--- config.mk ---
export PLATFORM = sky130hd
export DESIGN_NAME = pcrs_core
export DESIGN_NICKNAME = d
export VERILOG_FILES = /design/src/pcrs_core.v
export VERILOG_INCLUDE_DIRS = /design/src
export SDC_FILE = /design/constraint.sdc
export NUM_CORES = 2
export LEC_CHECK = 0
export BUFFER_PORTS_ARGS = -buffer_cell sky130_fd_sc_hd__buf_2
export CORE_ASPECT_RATIO = 0.6
export CORE_MARGIN = 2
export CORE_UTILIZATION = 30
export CTS_CLUSTER_SIZE = 24
export DETAILED_ROUTE_END_ITERATION = 8
export PLACE_DENSITY = 0.54
export SETUP_SLACK_MARGIN = 0.3
export SYNTH_ARGS = -nofsm -noshare
export SYNTH_HDL_FRONTEND = slang
export SYNTH_SLANG_ARGS = --single-unit
--- constraint.sdc ---
create_clock -name i_clk -period 56.2 [get_ports i_clk]
set_clock_uncertainty 0.15 [all_clocks]
set_input_delay 2.81 -clock i_clk [delete_from_list [all_inputs] [get_ports i_clk]]
set_output_delay 2.81 -clock i_clk [all_outputs]
set_load 0.005 [all_outputs]
--- src/pcrs_consts.vh ---
// Constants for the program counter and return stack block
`ifndef PCRS_CONSTS_VH
`define PCRS_CONSTS_VH

// ----------------------------------------------------------------------------
// Register map (byte addresses, one word each)
// ----------------------------------------------------------------------------
`define PCRS_ADDR_W          8
`define PCRS_OFF_PC_LOW      8'h00
`define PCRS_OFF_HIGH_LATCH  8'h04
`define PCRS_OFF_UPPER_LATCH 8'h08
`define PCRS_OFF_SP_STATUS   8'h0c
`define PCRS_OFF_TOP_LOW     8'h10
`define PCRS_OFF_TOP_HIGH    8'h14
`define PCRS_OFF_TOP_UPPER   8'h18
`define PCRS_OFF_CTRL        8'h1c
`define PCRS_OFF_PC          8'h20

// ----------------------------------------------------------------------------
// Field positions and values
// ----------------------------------------------------------------------------
`define PCRS_SP_FULL_BIT     7
`define PCRS_SP_UNF_BIT      6
`define PCRS_CTRL_SVREN_BIT  0
`define PCRS_CTRL_RESET      1'b1
`define PCRS_PC_W            21
`define PCRS_PTR_W           5
`define PCRS_DEPTH           31
`define PCRS_PTR_MAX         5'h1f
`define PCRS_VEC_RESET       21'h000000
`define PCRS_VEC_HIGH        21'h000008
`define PCRS_VEC_LOW         21'h000018
`define PCRS_MEM_24K         21'h006000
`define PCRS_MEM_32K         21'h008000
`define PCRS_PC_STEP         21'h000002

// ----------------------------------------------------------------------------
// Decoder operation codes
// ----------------------------------------------------------------------------
`define PCRS_OP_W            4
`define PCRS_OP_NONE         4'h0
`define PCRS_OP_STEP         4'h1
`define PCRS_OP_CALL         4'h2
`define PCRS_OP_REL_CALL     4'h3
`define PCRS_OP_GOTO         4'h4
`define PCRS_OP_RETURN       4'h5
`define PCRS_OP_RET_LIT      4'h6
`define PCRS_OP_RET_INT      4'h7
`define PCRS_OP_IRQ_HIGH     4'h8
`define PCRS_OP_IRQ_LOW      4'h9
`define PCRS_OP_PUSH         4'ha
`define PCRS_OP_POP          4'hb
`define PCRS_OP_LOW_WRITE    4'hc
`define PCRS_OP_LOW_READ     4'hd

`endif

--- src/pcrs_core.v ---
// Program counter, return address stack and fast shadow registers
`default_nettype none
`include "pcrs_consts.vh"

// Contract
// - 21-bit byte PC; fetch beyond implemented memory reads all zeros.
// - Reset starts at zero; high interrupt to 0008h, low to 0018h.
// - Implemented memory is 24 or 32 Kbytes, chosen per variant.
// - PC is three bytes; low byte direct, upper bytes written via latches; whole PC readable on the bus at 20h.
// - Writing the low byte loads high and upper bytes from latches.
// - Reading the low byte copies high and upper bytes into latches.
// - PC bit 0 stays zero; sequential execution adds two.
// - Call, relative call and goto load PC directly, latches unused.
// - Calls and interrupts push; returns pop; latches untouched.
// - Stack is 31 entries of 21 bits with a 5-bit pointer.
// - Push increments then stores; pop loads PC then decrements.
// - Reset clears pointer; pointer zero has no storage.
// - Top-of-stack registers show and modify the pointed entry.
// - Full flag sets after 31 pushes; cleared by software or power-on.
// - With fault reset, 31st push stores PC+2, sets full, resets.
// - Without fault reset, pointer reaches 31 and further pushes are dropped.
// - Empty pop loads zero, sets underflow, pointer stays zero.
// - Fault reset enable decides whether full or underflow resets device.
// - Software push stores current PC; software pop only decrements.
// - Pointer register: bit7 full, bit6 underflow, bit5 zero, bits4-0 pointer.
// - Interrupt vectoring loads shadows; fast interrupt return restores.
// - Fast call saves shadows; fast return restores them.
module pcrs_core #(
  parameter MEM_BYTES = `PCRS_MEM_32K
)(
  input  wire        i_clk,
  input  wire        i_reset,
  input  wire        i_por,
  input  wire        i_haddr_sel,
  input  wire [31:0] i_haddr,
  input  wire [1:0]  i_htrans,
  input  wire        i_hwrite,
  input  wire [2:0]  i_hsize,
  input  wire [31:0] i_hwdata,
  input  wire        i_hready,
  output reg  [31:0] o_hrdata,
  output reg         o_hreadyout,
  output reg         o_hresp,
  input  wire [3:0]  i_op,
  input  wire        i_fast,
  input  wire [20:0] i_target,
  input  wire [7:0]  i_pcl_data,
  input  wire [7:0]  i_status,
  input  wire [7:0]  i_working_register,
  input  wire [7:0]  i_bank_select_register,
  output reg  [20:0] o_pc,
  output reg         o_fetch_zero,
  output reg         o_restore,
  output reg  [7:0]  o_status,
  output reg  [7:0]  o_working_register,
  output reg  [7:0]  o_bank_select_register,
  output reg  [7:0]  o_pc_low_byte,
  output reg         o_stack_reset
);

  // --------------------------------------------------------------------------
  // State
  // --------------------------------------------------------------------------
  reg [20:0] pc_r;
  reg [20:0] pc_nxt;
  reg [7:0]  pc_high_latch_r;
  reg [4:0]  pc_upper_latch_r;
  reg [4:0]  sp_r;
  reg [4:0]  sp_nxt;
  reg        full_r;
  reg        unf_r;
  reg        svren_r;
  reg [7:0]  sh_status_r;
  reg [7:0]  sh_work_r;
  reg [7:0]  sh_bank_r;
  reg [20:0] stk_r [1:31];
  reg        push_w;
  reg        pop_w;
  reg [20:0] push_val;
  reg        fault;
  reg        full_set;
  reg        unf_set;
  reg        wr_ph_r;
  reg        rd_ph_r;
  reg [7:0]  addr_r;
  wire [20:0] top_entry = (sp_r == 5'h00) ? 21'h000000 : stk_r[sp_r];

  wire addr_ok = i_haddr_sel && i_hready && i_htrans[1];
  wire wr_now  = wr_ph_r;
  wire [7:0] wd = i_hwdata[7:0];

  // --------------------------------------------------------------------------
  // Bus write and shadow decode
  // --------------------------------------------------------------------------
  wire wr_high_latch  = wr_now && addr_r == `PCRS_OFF_HIGH_LATCH;
  wire wr_upper_latch = wr_now && addr_r == `PCRS_OFF_UPPER_LATCH;
  wire wr_sp_status   = wr_now && addr_r == `PCRS_OFF_SP_STATUS;
  wire wr_top_low     = wr_now && addr_r == `PCRS_OFF_TOP_LOW;
  wire wr_top_high    = wr_now && addr_r == `PCRS_OFF_TOP_HIGH;
  wire wr_top_upper   = wr_now && addr_r == `PCRS_OFF_TOP_UPPER;
  wire wr_ctrl        = wr_now && addr_r == `PCRS_OFF_CTRL;
  wire shadow_load    = i_op == `PCRS_OP_IRQ_HIGH || i_op == `PCRS_OP_IRQ_LOW ||
                        (i_fast && i_op == `PCRS_OP_CALL);
  wire fast_return    = i_fast && (i_op == `PCRS_OP_RET_INT || i_op == `PCRS_OP_RETURN);

  // --------------------------------------------------------------------------
  // Flow decode
  // --------------------------------------------------------------------------
  always @*
  begin
    pc_nxt   = pc_r + `PCRS_PC_STEP;
    sp_nxt   = sp_r;
    push_w   = 1'b0;
    pop_w    = 1'b0;
    push_val = pc_r + `PCRS_PC_STEP;
    fault    = 1'b0;
    full_set = 1'b0;
    unf_set  = 1'b0;
    case (i_op)
      `PCRS_OP_STEP:      pc_nxt = pc_r + `PCRS_PC_STEP;
      `PCRS_OP_GOTO:      pc_nxt = i_target;
      `PCRS_OP_CALL, `PCRS_OP_REL_CALL:
      begin
        push_w = 1'b1;
        pc_nxt = i_target;
      end
      `PCRS_OP_IRQ_HIGH:
      begin
        push_w = 1'b1;
        pc_nxt = `PCRS_VEC_HIGH;
      end
      `PCRS_OP_IRQ_LOW:
      begin
        push_w = 1'b1;
        pc_nxt = `PCRS_VEC_LOW;
      end
      `PCRS_OP_PUSH:
      begin
        push_w = 1'b1;
        push_val = pc_r;
        pc_nxt = pc_r + `PCRS_PC_STEP;
      end
      `PCRS_OP_RETURN, `PCRS_OP_RET_LIT, `PCRS_OP_RET_INT:
      begin
        pop_w  = 1'b1;
        pc_nxt = top_entry;
      end
      `PCRS_OP_POP:
      begin
        pop_w  = 1'b1;
        pc_nxt = pc_r + `PCRS_PC_STEP;
      end
      `PCRS_OP_LOW_WRITE:
        pc_nxt = {pc_upper_latch_r, pc_high_latch_r, i_pcl_data};
      default:            pc_nxt = pc_r;
    endcase
    if (push_w)
    begin
      if (sp_r == 5'h1e)
      begin
        full_set = 1'b1;
        fault    = svren_r;
        sp_nxt   = svren_r ? 5'h00 : `PCRS_PTR_MAX;
      end
      else if (sp_r == `PCRS_PTR_MAX)
        full_set = 1'b1;
      else
        sp_nxt = sp_r + 5'h01;
    end
    if (pop_w)
    begin
      if (sp_r == 5'h00)
      begin
        unf_set = 1'b1;
        fault   = svren_r;
      end
      else
        sp_nxt = sp_r - 5'h01;
    end
    if (fault)
    begin
      pc_nxt = `PCRS_VEC_RESET;
      sp_nxt = 5'h00;
    end
    pc_nxt[0] = 1'b0;
  end

  // --------------------------------------------------------------------------
  // Program counter and pointer
  // --------------------------------------------------------------------------
  always @(posedge i_clk or posedge i_reset)
  begin
    if (i_reset)
    begin
      pc_r <= `PCRS_VEC_RESET;
      sp_r <= 5'h00;
    end
    else
    begin
      pc_r <= pc_nxt;
      if (wr_sp_status && i_op == `PCRS_OP_NONE)
        sp_r <= wd[4:0];
      else
        sp_r <= sp_nxt;
    end
  end

  // --------------------------------------------------------------------------
  // Counter latches
  // --------------------------------------------------------------------------
  always @(posedge i_clk or posedge i_reset)
  begin
    if (i_reset)
    begin
      pc_high_latch_r  <= 8'h00;
      pc_upper_latch_r <= 5'h00;
    end
    else if (i_op == `PCRS_OP_LOW_READ)
    begin
      pc_high_latch_r  <= pc_r[15:8];
      pc_upper_latch_r <= pc_r[20:16];
    end
    else if (wr_high_latch)
      pc_high_latch_r <= wd;
    else if (wr_upper_latch)
      pc_upper_latch_r <= wd[4:0];
  end

  // --------------------------------------------------------------------------
  // Fast return shadows
  // --------------------------------------------------------------------------
  always @(posedge i_clk or posedge i_reset)
  begin
    if (i_reset)
    begin
      sh_status_r <= 8'h00;
      sh_work_r   <= 8'h00;
      sh_bank_r   <= 8'h00;
    end
    else if (shadow_load)
    begin
      sh_status_r <= i_status;
      sh_work_r   <= i_working_register;
      sh_bank_r   <= i_bank_select_register;
    end
  end

  // Flags survive device resets; only power-on or software clears them
  always @(posedge i_clk or posedge i_por)
  begin
    if (i_por)
    begin
      full_r  <= 1'b0;
      unf_r   <= 1'b0;
      svren_r <= `PCRS_CTRL_RESET;
    end
    else
    begin
      if (full_set)
        full_r <= 1'b1;
      else if (wr_sp_status && !wd[`PCRS_SP_FULL_BIT])
        full_r <= 1'b0;
      if (unf_set)
        unf_r <= 1'b1;
      else if (wr_sp_status && !wd[`PCRS_SP_UNF_BIT])
        unf_r <= 1'b0;
      if (wr_ctrl)
        svren_r <= wd[`PCRS_CTRL_SVREN_BIT];
    end
  end

  // --------------------------------------------------------------------------
  // Stack storage
  // --------------------------------------------------------------------------
  genvar g;
  generate
    for (g = 1; g <= `PCRS_DEPTH; g = g + 1)
    begin : g_stk
      wire push_here = push_w && sp_r != `PCRS_PTR_MAX && sp_r + 5'h01 == g;
      wire at_top    = (sp_r == g);
      always @(posedge i_clk or posedge i_reset)
      begin
        if (i_reset)
          stk_r[g] <= 21'h000000;
        else if (push_here)
          stk_r[g] <= push_val;
        else if (at_top && wr_top_low)
          stk_r[g] <= {stk_r[g][20:8], wd};
        else if (at_top && wr_top_high)
          stk_r[g] <= {stk_r[g][20:16], wd, stk_r[g][7:0]};
        else if (at_top && wr_top_upper)
          stk_r[g] <= {wd[4:0], stk_r[g][15:0]};
      end
    end
  endgenerate

  // --------------------------------------------------------------------------
  // AHB-Lite slave: zero wait states, always OKAY
  // --------------------------------------------------------------------------
  always @(posedge i_clk or posedge i_reset)
  begin
    if (i_reset)
    begin
      wr_ph_r <= 1'b0;
      rd_ph_r <= 1'b0;
      addr_r  <= 8'h00;
    end
    else if (i_hready)
    begin
      wr_ph_r <= addr_ok && i_hwrite;
      rd_ph_r <= addr_ok && !i_hwrite;
      addr_r  <= i_haddr[7:0];
    end
  end

  reg [7:0] rd_mux;
  always @*
  begin
    case (i_haddr[7:0])
      `PCRS_OFF_PC_LOW:      rd_mux = pc_r[7:0];
      `PCRS_OFF_HIGH_LATCH:  rd_mux = pc_high_latch_r;
      `PCRS_OFF_UPPER_LATCH: rd_mux = {3'h0, pc_upper_latch_r};
      `PCRS_OFF_SP_STATUS:   rd_mux = {full_r, unf_r, 1'b0, sp_r};
      `PCRS_OFF_TOP_LOW:     rd_mux = top_entry[7:0];
      `PCRS_OFF_TOP_HIGH:    rd_mux = top_entry[15:8];
      `PCRS_OFF_TOP_UPPER:   rd_mux = {3'h0, top_entry[20:16]};
      `PCRS_OFF_CTRL:   rd_mux = {7'h00, svren_r};
      default:          rd_mux = 8'h00;
    endcase
  end

  // --------------------------------------------------------------------------
  // Registered outputs
  // --------------------------------------------------------------------------
  always @(posedge i_clk or posedge i_reset)
  begin
    if (i_reset)
    begin
      o_hrdata               <= 32'h00000000;
      o_hreadyout            <= 1'b1;
      o_hresp                <= 1'b0;
      o_pc                   <= `PCRS_VEC_RESET;
      o_fetch_zero           <= 1'b0;
      o_restore              <= 1'b0;
      o_status               <= 8'h00;
      o_working_register     <= 8'h00;
      o_bank_select_register <= 8'h00;
      o_pc_low_byte          <= 8'h00;
      o_stack_reset          <= 1'b0;
    end
    else
    begin
      o_hreadyout <= 1'b1;
      o_hresp     <= 1'b0;
      if (addr_ok && !i_hwrite)
      begin
        if (i_haddr[7:0] == `PCRS_OFF_PC)
          o_hrdata <= {11'h000, pc_r};
        else
          o_hrdata <= {24'h000000, rd_mux};
      end
      o_pc          <= pc_nxt;
      o_fetch_zero  <= (pc_nxt >= MEM_BYTES);
      o_pc_low_byte <= pc_nxt[7:0];
      o_stack_reset <= fault;
      o_restore     <= fast_return;
      o_status               <= sh_status_r;
      o_working_register     <= sh_work_r;
      o_bank_select_register <= sh_bank_r;
    end
  end

endmodule // pcrs_core
`default_nettype wire

==> reports/metrics.csv <==
stage,metric,value,unit
sta,worst_hold_slack,0.220,ns
route,dr_total_vias,34800,
route,dr.pass1.iters,6,
final_layout,layout.filler_cells,14100,
clock_network,worst_skew_pair.late_latency,0.69,ns
sta,rsz0062_at_grt,no,
power,p_per_area,54.5,mW/mm^2
sta,worstMarginPinSlew,1.31,ns
sta,timing.final.max_slew_violations,0,
synthesis,synth.avg_cell_area,10.4,um^2
power,leakage,20.5,nW
place,placed_area,0.0448,mm^2
floorplan,die_height,295,um
route,wl_per_cell,28.2,um
critical_path,cpLargestDelayFamily,buffers and inverters,
route,drt-total-wl,169000,um
global_route,antenna_found_initial,8,
synthesis,synth-edff-count,0,
clock_network,cts.reportedPaths.clkPinSlew,0.07,ns
synthesis,synth.ff_latch_count,773,
critical_path,cp.buffers_inverters,4,
power,ir_worst_vdd,0.0329,mV
clock_network,post-cts-setup-buffer-count,0,
clock_network,post_cts_resize_count,0,
critical_path,worstPathCellList,buf_4 > buf_4 > buf_4 > buf_4 > mux4_1 > a22o_1 > a222oi_1 > and3_1 > o22ai_1 > a211o_1 > or4_1,
floorplan,coreArea,0.140,mm^2
final_layout,post_route_cells_drive_above_1_share,16.8,%
critical_path,timing.critical_path.slowest_cell_delay,0.98,ns
synthesis,ys_warn_count,0,
synthesis,synth_sequential_area_ratio,45.8,%
floorplan,dieArea,0.144,mm^2
final_layout,finish.net_count,4173,
synthesis,predominant_post_synthesis_flop_cell,sky130_fd_sc_hd__dfrtp_1,
clock_network,cts_made_buffers,74,
critical_path,path_common_cell,sky130_fd_sc_hd__buf_4,
synthesis,ys_types,81,
clock_network,cts_max_path_buffers,3,
critical_path,master_of_the_slowest_instance_on_the_critical_path,sky130_fd_sc_hd__dfrtp_4,
sta,final_hold_viol_count,0,
global_route,globalRouteOverflowTotal,0,
floorplan,rows,106,
place,place.detailed.instances,5844,
route,routed_via_density,5.82,
critical_path,crit_fanout,40,
final_layout,finalNonFillerCells,5979,
critical_path,cp.required,56.58,ns
outcome,status,finished clean,
route,highest-signal-layer,met5,
route,drc,0,
clock_network,clock_tree_from_tritoncts,built,
global_route,grtUsageTotal,23.0,%
power,design_power_total,0.00258,W
worst_hold_path,holdCritPathClass,reg -> reg,
place,dp_wirelength,114000,um
clock_network,clock_tree.root_cell,sky130_fd_sc_hd__clkbuf_16,
synthesis,syn-cell-area,0.0423,mm^2
final_layout,multi_input_gate_area_in_the_final_layout,0.0214,mm^2
final_layout,area_delta_synth_final,12.1,%
route,wirelength_met1,77700,um
global_route,grt_first_pass_wirelength,243000,um
place,place.gp.congestion,0.966,
global_route,vias_in_the_first_global_route,32500,
sta,post-route-period-util,13.0,%
flow_run,max_cap_violations,0,
sta,final_setup_violation_count,0,
floorplan,top_level_ports,223,
route,wl_met3,24500,um
global_route,grt_max_degree,162,
critical_path,critical_path.endpoint_type,flip-flop,
critical_path,worstSetupStartpointType,flip-flop,
synthesis,syn-instance-count,4077,
sta,slew_headroom,12.6,%
final_layout,layout.area.seq,0.0194,mm^2
sta,clock_period_minus_worst_slack,7.28,ns
clock_network,cts_num_sinks,773,
clock_network,htree_num_levels,3,
sta,maxClockFrequency,0.137,GHz
synthesis,synth_async_sr_flop_share,100,%
floorplan,floorplan.initialDensity,30.3,%
route,detailedRoute.firstIterationViolations,5154,
final_layout,final_design_area_no_fill,0.0474,mm^2
place,port-buffer-count,153,
route,detailroute.wirelength.met2,63600,um
sta,finalSetupTns,0,ns
route,final_antenna_net_count,0,
floorplan,chipWidth,488,um
critical_path,worstSetupPathType,reg -> reg,
critical_path,timing.critical_path.arrival,7.67,ns
clock_network,hold_buffers,0,
cell usage after synthesis, types with 49 or more instances:
cell type	instances	share of area, %
sky130_fd_sc_hd__buf_2	54	0.64
sky130_fd_sc_hd__a221o_1	119	2.8
sky130_fd_sc_hd__o211ai_1	49	0.87
sky130_fd_sc_hd__a21o_1	56	0.99
sky130_fd_sc_hd__nand3_1	79	0.94
sky130_fd_sc_hd__mux2i_1	479	11
sky130_fd_sc_hd__dfrtp_1	772	46
sky130_fd_sc_hd__a21oi_1	166	2.0
sky130_fd_sc_hd__nor2_1	383	3.4
sky130_fd_sc_hd__o21ai_0	349	4.1
sky130_fd_sc_hd__clkbuf_1	273	2.4
sky130_fd_sc_hd__nand2_1	471	4.2
sky130_fd_sc_hd__mux4_2	139	7.4
sky130_fd_sc_hd__mux2_2	78	2.1
sky130_fd_sc_hd__o2bb2ai_1	57	1.2
per-stage QoR:
stage	setup WS (ns)	util (%)
global placement	49.03	32.1
finish	48.92	34.0
floorplan	31.63	-
detailed placement	49.02	32.1
CTS	48.97	33.9
global route	48.73	33.9
final timing paths:
kind                                               start                                   to  slack [ns]  depth (start not counted)
worst min-delay path            sh_bank_r[6]$_DFFE_PP0P_  o_bank_select_register[6]$_DFF_PP0_        0.22                          0
worst max register to register         sp_r[0]$_DFF_PP0_               o_fetch_zero$_DFF_PP0_       48.92                         11
worst max-delay path                   sp_r[0]$_DFF_PP0_               o_fetch_zero$_DFF_PP0_       48.92                         11
worst min register to register  sh_bank_r[6]$_DFFE_PP0P_  o_bank_select_register[6]$_DFF_PP0_        0.22                          0
min in group asynchronous                          i_por                    unf_r$_DFFE_PP0P_        1.85                          2
max in group asynchronous                        i_reset               stk_r[501]$_DFFE_PP0P_       50.74                          5
report_power, final:
group | leakage (nW) | total [W] | internal, W | switching (W)
clock network | 1.25 | 0.000552 | 0.000311 | 0.000241
logic | 9.37 | 0.00111 | 0.000408 | 0.000698
registers | 9.84 | 0.000923 | 0.000767 | 0.000155
total | 20.5 | 0.00258 | 0.00149 | 0.00109
sequential cells by signal, indices dropped and copies added (netlist names):
register / cells
stk_r: 651
pc_high_latch_r: 8
pc_upper_latch_r: 5
sh_work_r: 8
o_hrdata: 21
addr_r: 8
sh_bank_r: 8
sp_r: 5
unf_r: 1
o_pc_low_byte: 6
sh_status_r: 8
wr_now: 1
o_working_register: 8
o_fetch_zero: 1
o_status: 8
full_r: 1
o_bank_select_register: 8
o_restore: 1
svren_r: 1
o_stack_reset: 1
o_pc: 14
cells by family (layout without fill, tap and decap cells):
logic type	Yosys count	after routing	synth area share (%)
buf+inv	411	408	4.29
xor+xnor	53	53	1.10
compound gates	1033	1033	16.4
other cells	2	17	0.0178
fa+ha+maj	10	10	0.296
mux	698	698	20.9
flops	773	773	45.8
simple gates	1097	1097	11.2
worst reg2reg max path: stages (launching register included):
cell and delay (ns):
sky130_fd_sc_hd__dfrtp_4 0.98, sky130_fd_sc_hd__buf_4 0.72, sky130_fd_sc_hd__buf_4 0.71, sky130_fd_sc_hd__buf_4 0.72
sky130_fd_sc_hd__buf_4 0.74, sky130_fd_sc_hd__mux4_1 0.78, sky130_fd_sc_hd__a22o_1 0.30, sky130_fd_sc_hd__a222oi_1 0.76
sky130_fd_sc_hd__and3_1 0.45, sky130_fd_sc_hd__o22ai_1 0.15, sky130_fd_sc_hd__a211o_1 0.27, sky130_fd_sc_hd__or4_1 0.41
routing by layer:
metal | up-vias | track usage [%]
li1 | 14800 | -
met1 | 17800 | 35.4
met2 | 2043 | 28.5
met3 | 184 | 10.4
met4 | 4 | 4.69
met5 | - | 0
cell usage in the layout, fill, tap and decap left out, types with 17 or more instances in the layout:
| master | n |
|---|---|
| sky130_fd_sc_hd__a21o_1 | 56 |
| sky130_fd_sc_hd__o2bb2ai_1 | 57 |
| sky130_fd_sc_hd__o21ai_1 | 17 |
| sky130_fd_sc_hd__dfrtp_1 | 768 |
| sky130_fd_sc_hd__buf_4 | 104 |
| sky130_fd_sc_hd__clkbuf_8 | 17 |
| sky130_fd_sc_hd__a211oi_1 | 35 |
| sky130_fd_sc_hd__a21boi_0 | 18 |
| sky130_fd_sc_hd__inv_1 | 18 |
| sky130_fd_sc_hd__o211ai_1 | 49 |
| sky130_fd_sc_hd__o22ai_1 | 19 |
| sky130_fd_sc_hd__a221oi_1 | 20 |
| sky130_fd_sc_hd__clkbuf_16 | 77 |
| sky130_fd_sc_hd__nor3_1 | 21 |
| sky130_fd_sc_hd__o21ai_0 | 349 |
| sky130_fd_sc_hd__xnor2_2 | 19 |
| sky130_fd_sc_hd__a21oi_1 | 165 |
| sky130_fd_sc_hd__mux2_2 | 78 |
| sky130_fd_sc_hd__buf_2 | 148 |
| sky130_fd_sc_hd__mux2i_1 | 478 |
| sky130_fd_sc_hd__nor2_1 | 365 |
| sky130_fd_sc_hd__mux4_2 | 139 |
| sky130_fd_sc_hd__nand2_1 | 470 |
| sky130_fd_sc_hd__nand3_1 | 79 |
| sky130_fd_sc_hd__a221o_1 | 119 |
| sky130_fd_sc_hd__clkbuf_1 | 17 |
| sky130_fd_sc_hd__nor2b_1 | 43 |
| sky130_fd_sc_hd__xnor2_1 | 17 |
| sky130_fd_sc_hd__nor2_2 | 30 |
| sky130_fd_sc_hd__a22oi_1 | 29 |
| sky130_fd_sc_hd__and3_1 | 22 |
cell type report:
type | instances | area share [%]
Timing Repair Buffer | 254 | 3.30
Tap cell | 1890 | 4.99
Multi-Input combinational cell | 2906 | 45.3
Clock inverter | 22 | 0.681
Inverter | 21 | 0.185
Antenna cell | 2 | 0.0106
Clock buffer | 111 | 4.70
Sequential cell | 773 | 40.9
(Power assumes the default switching activity.)
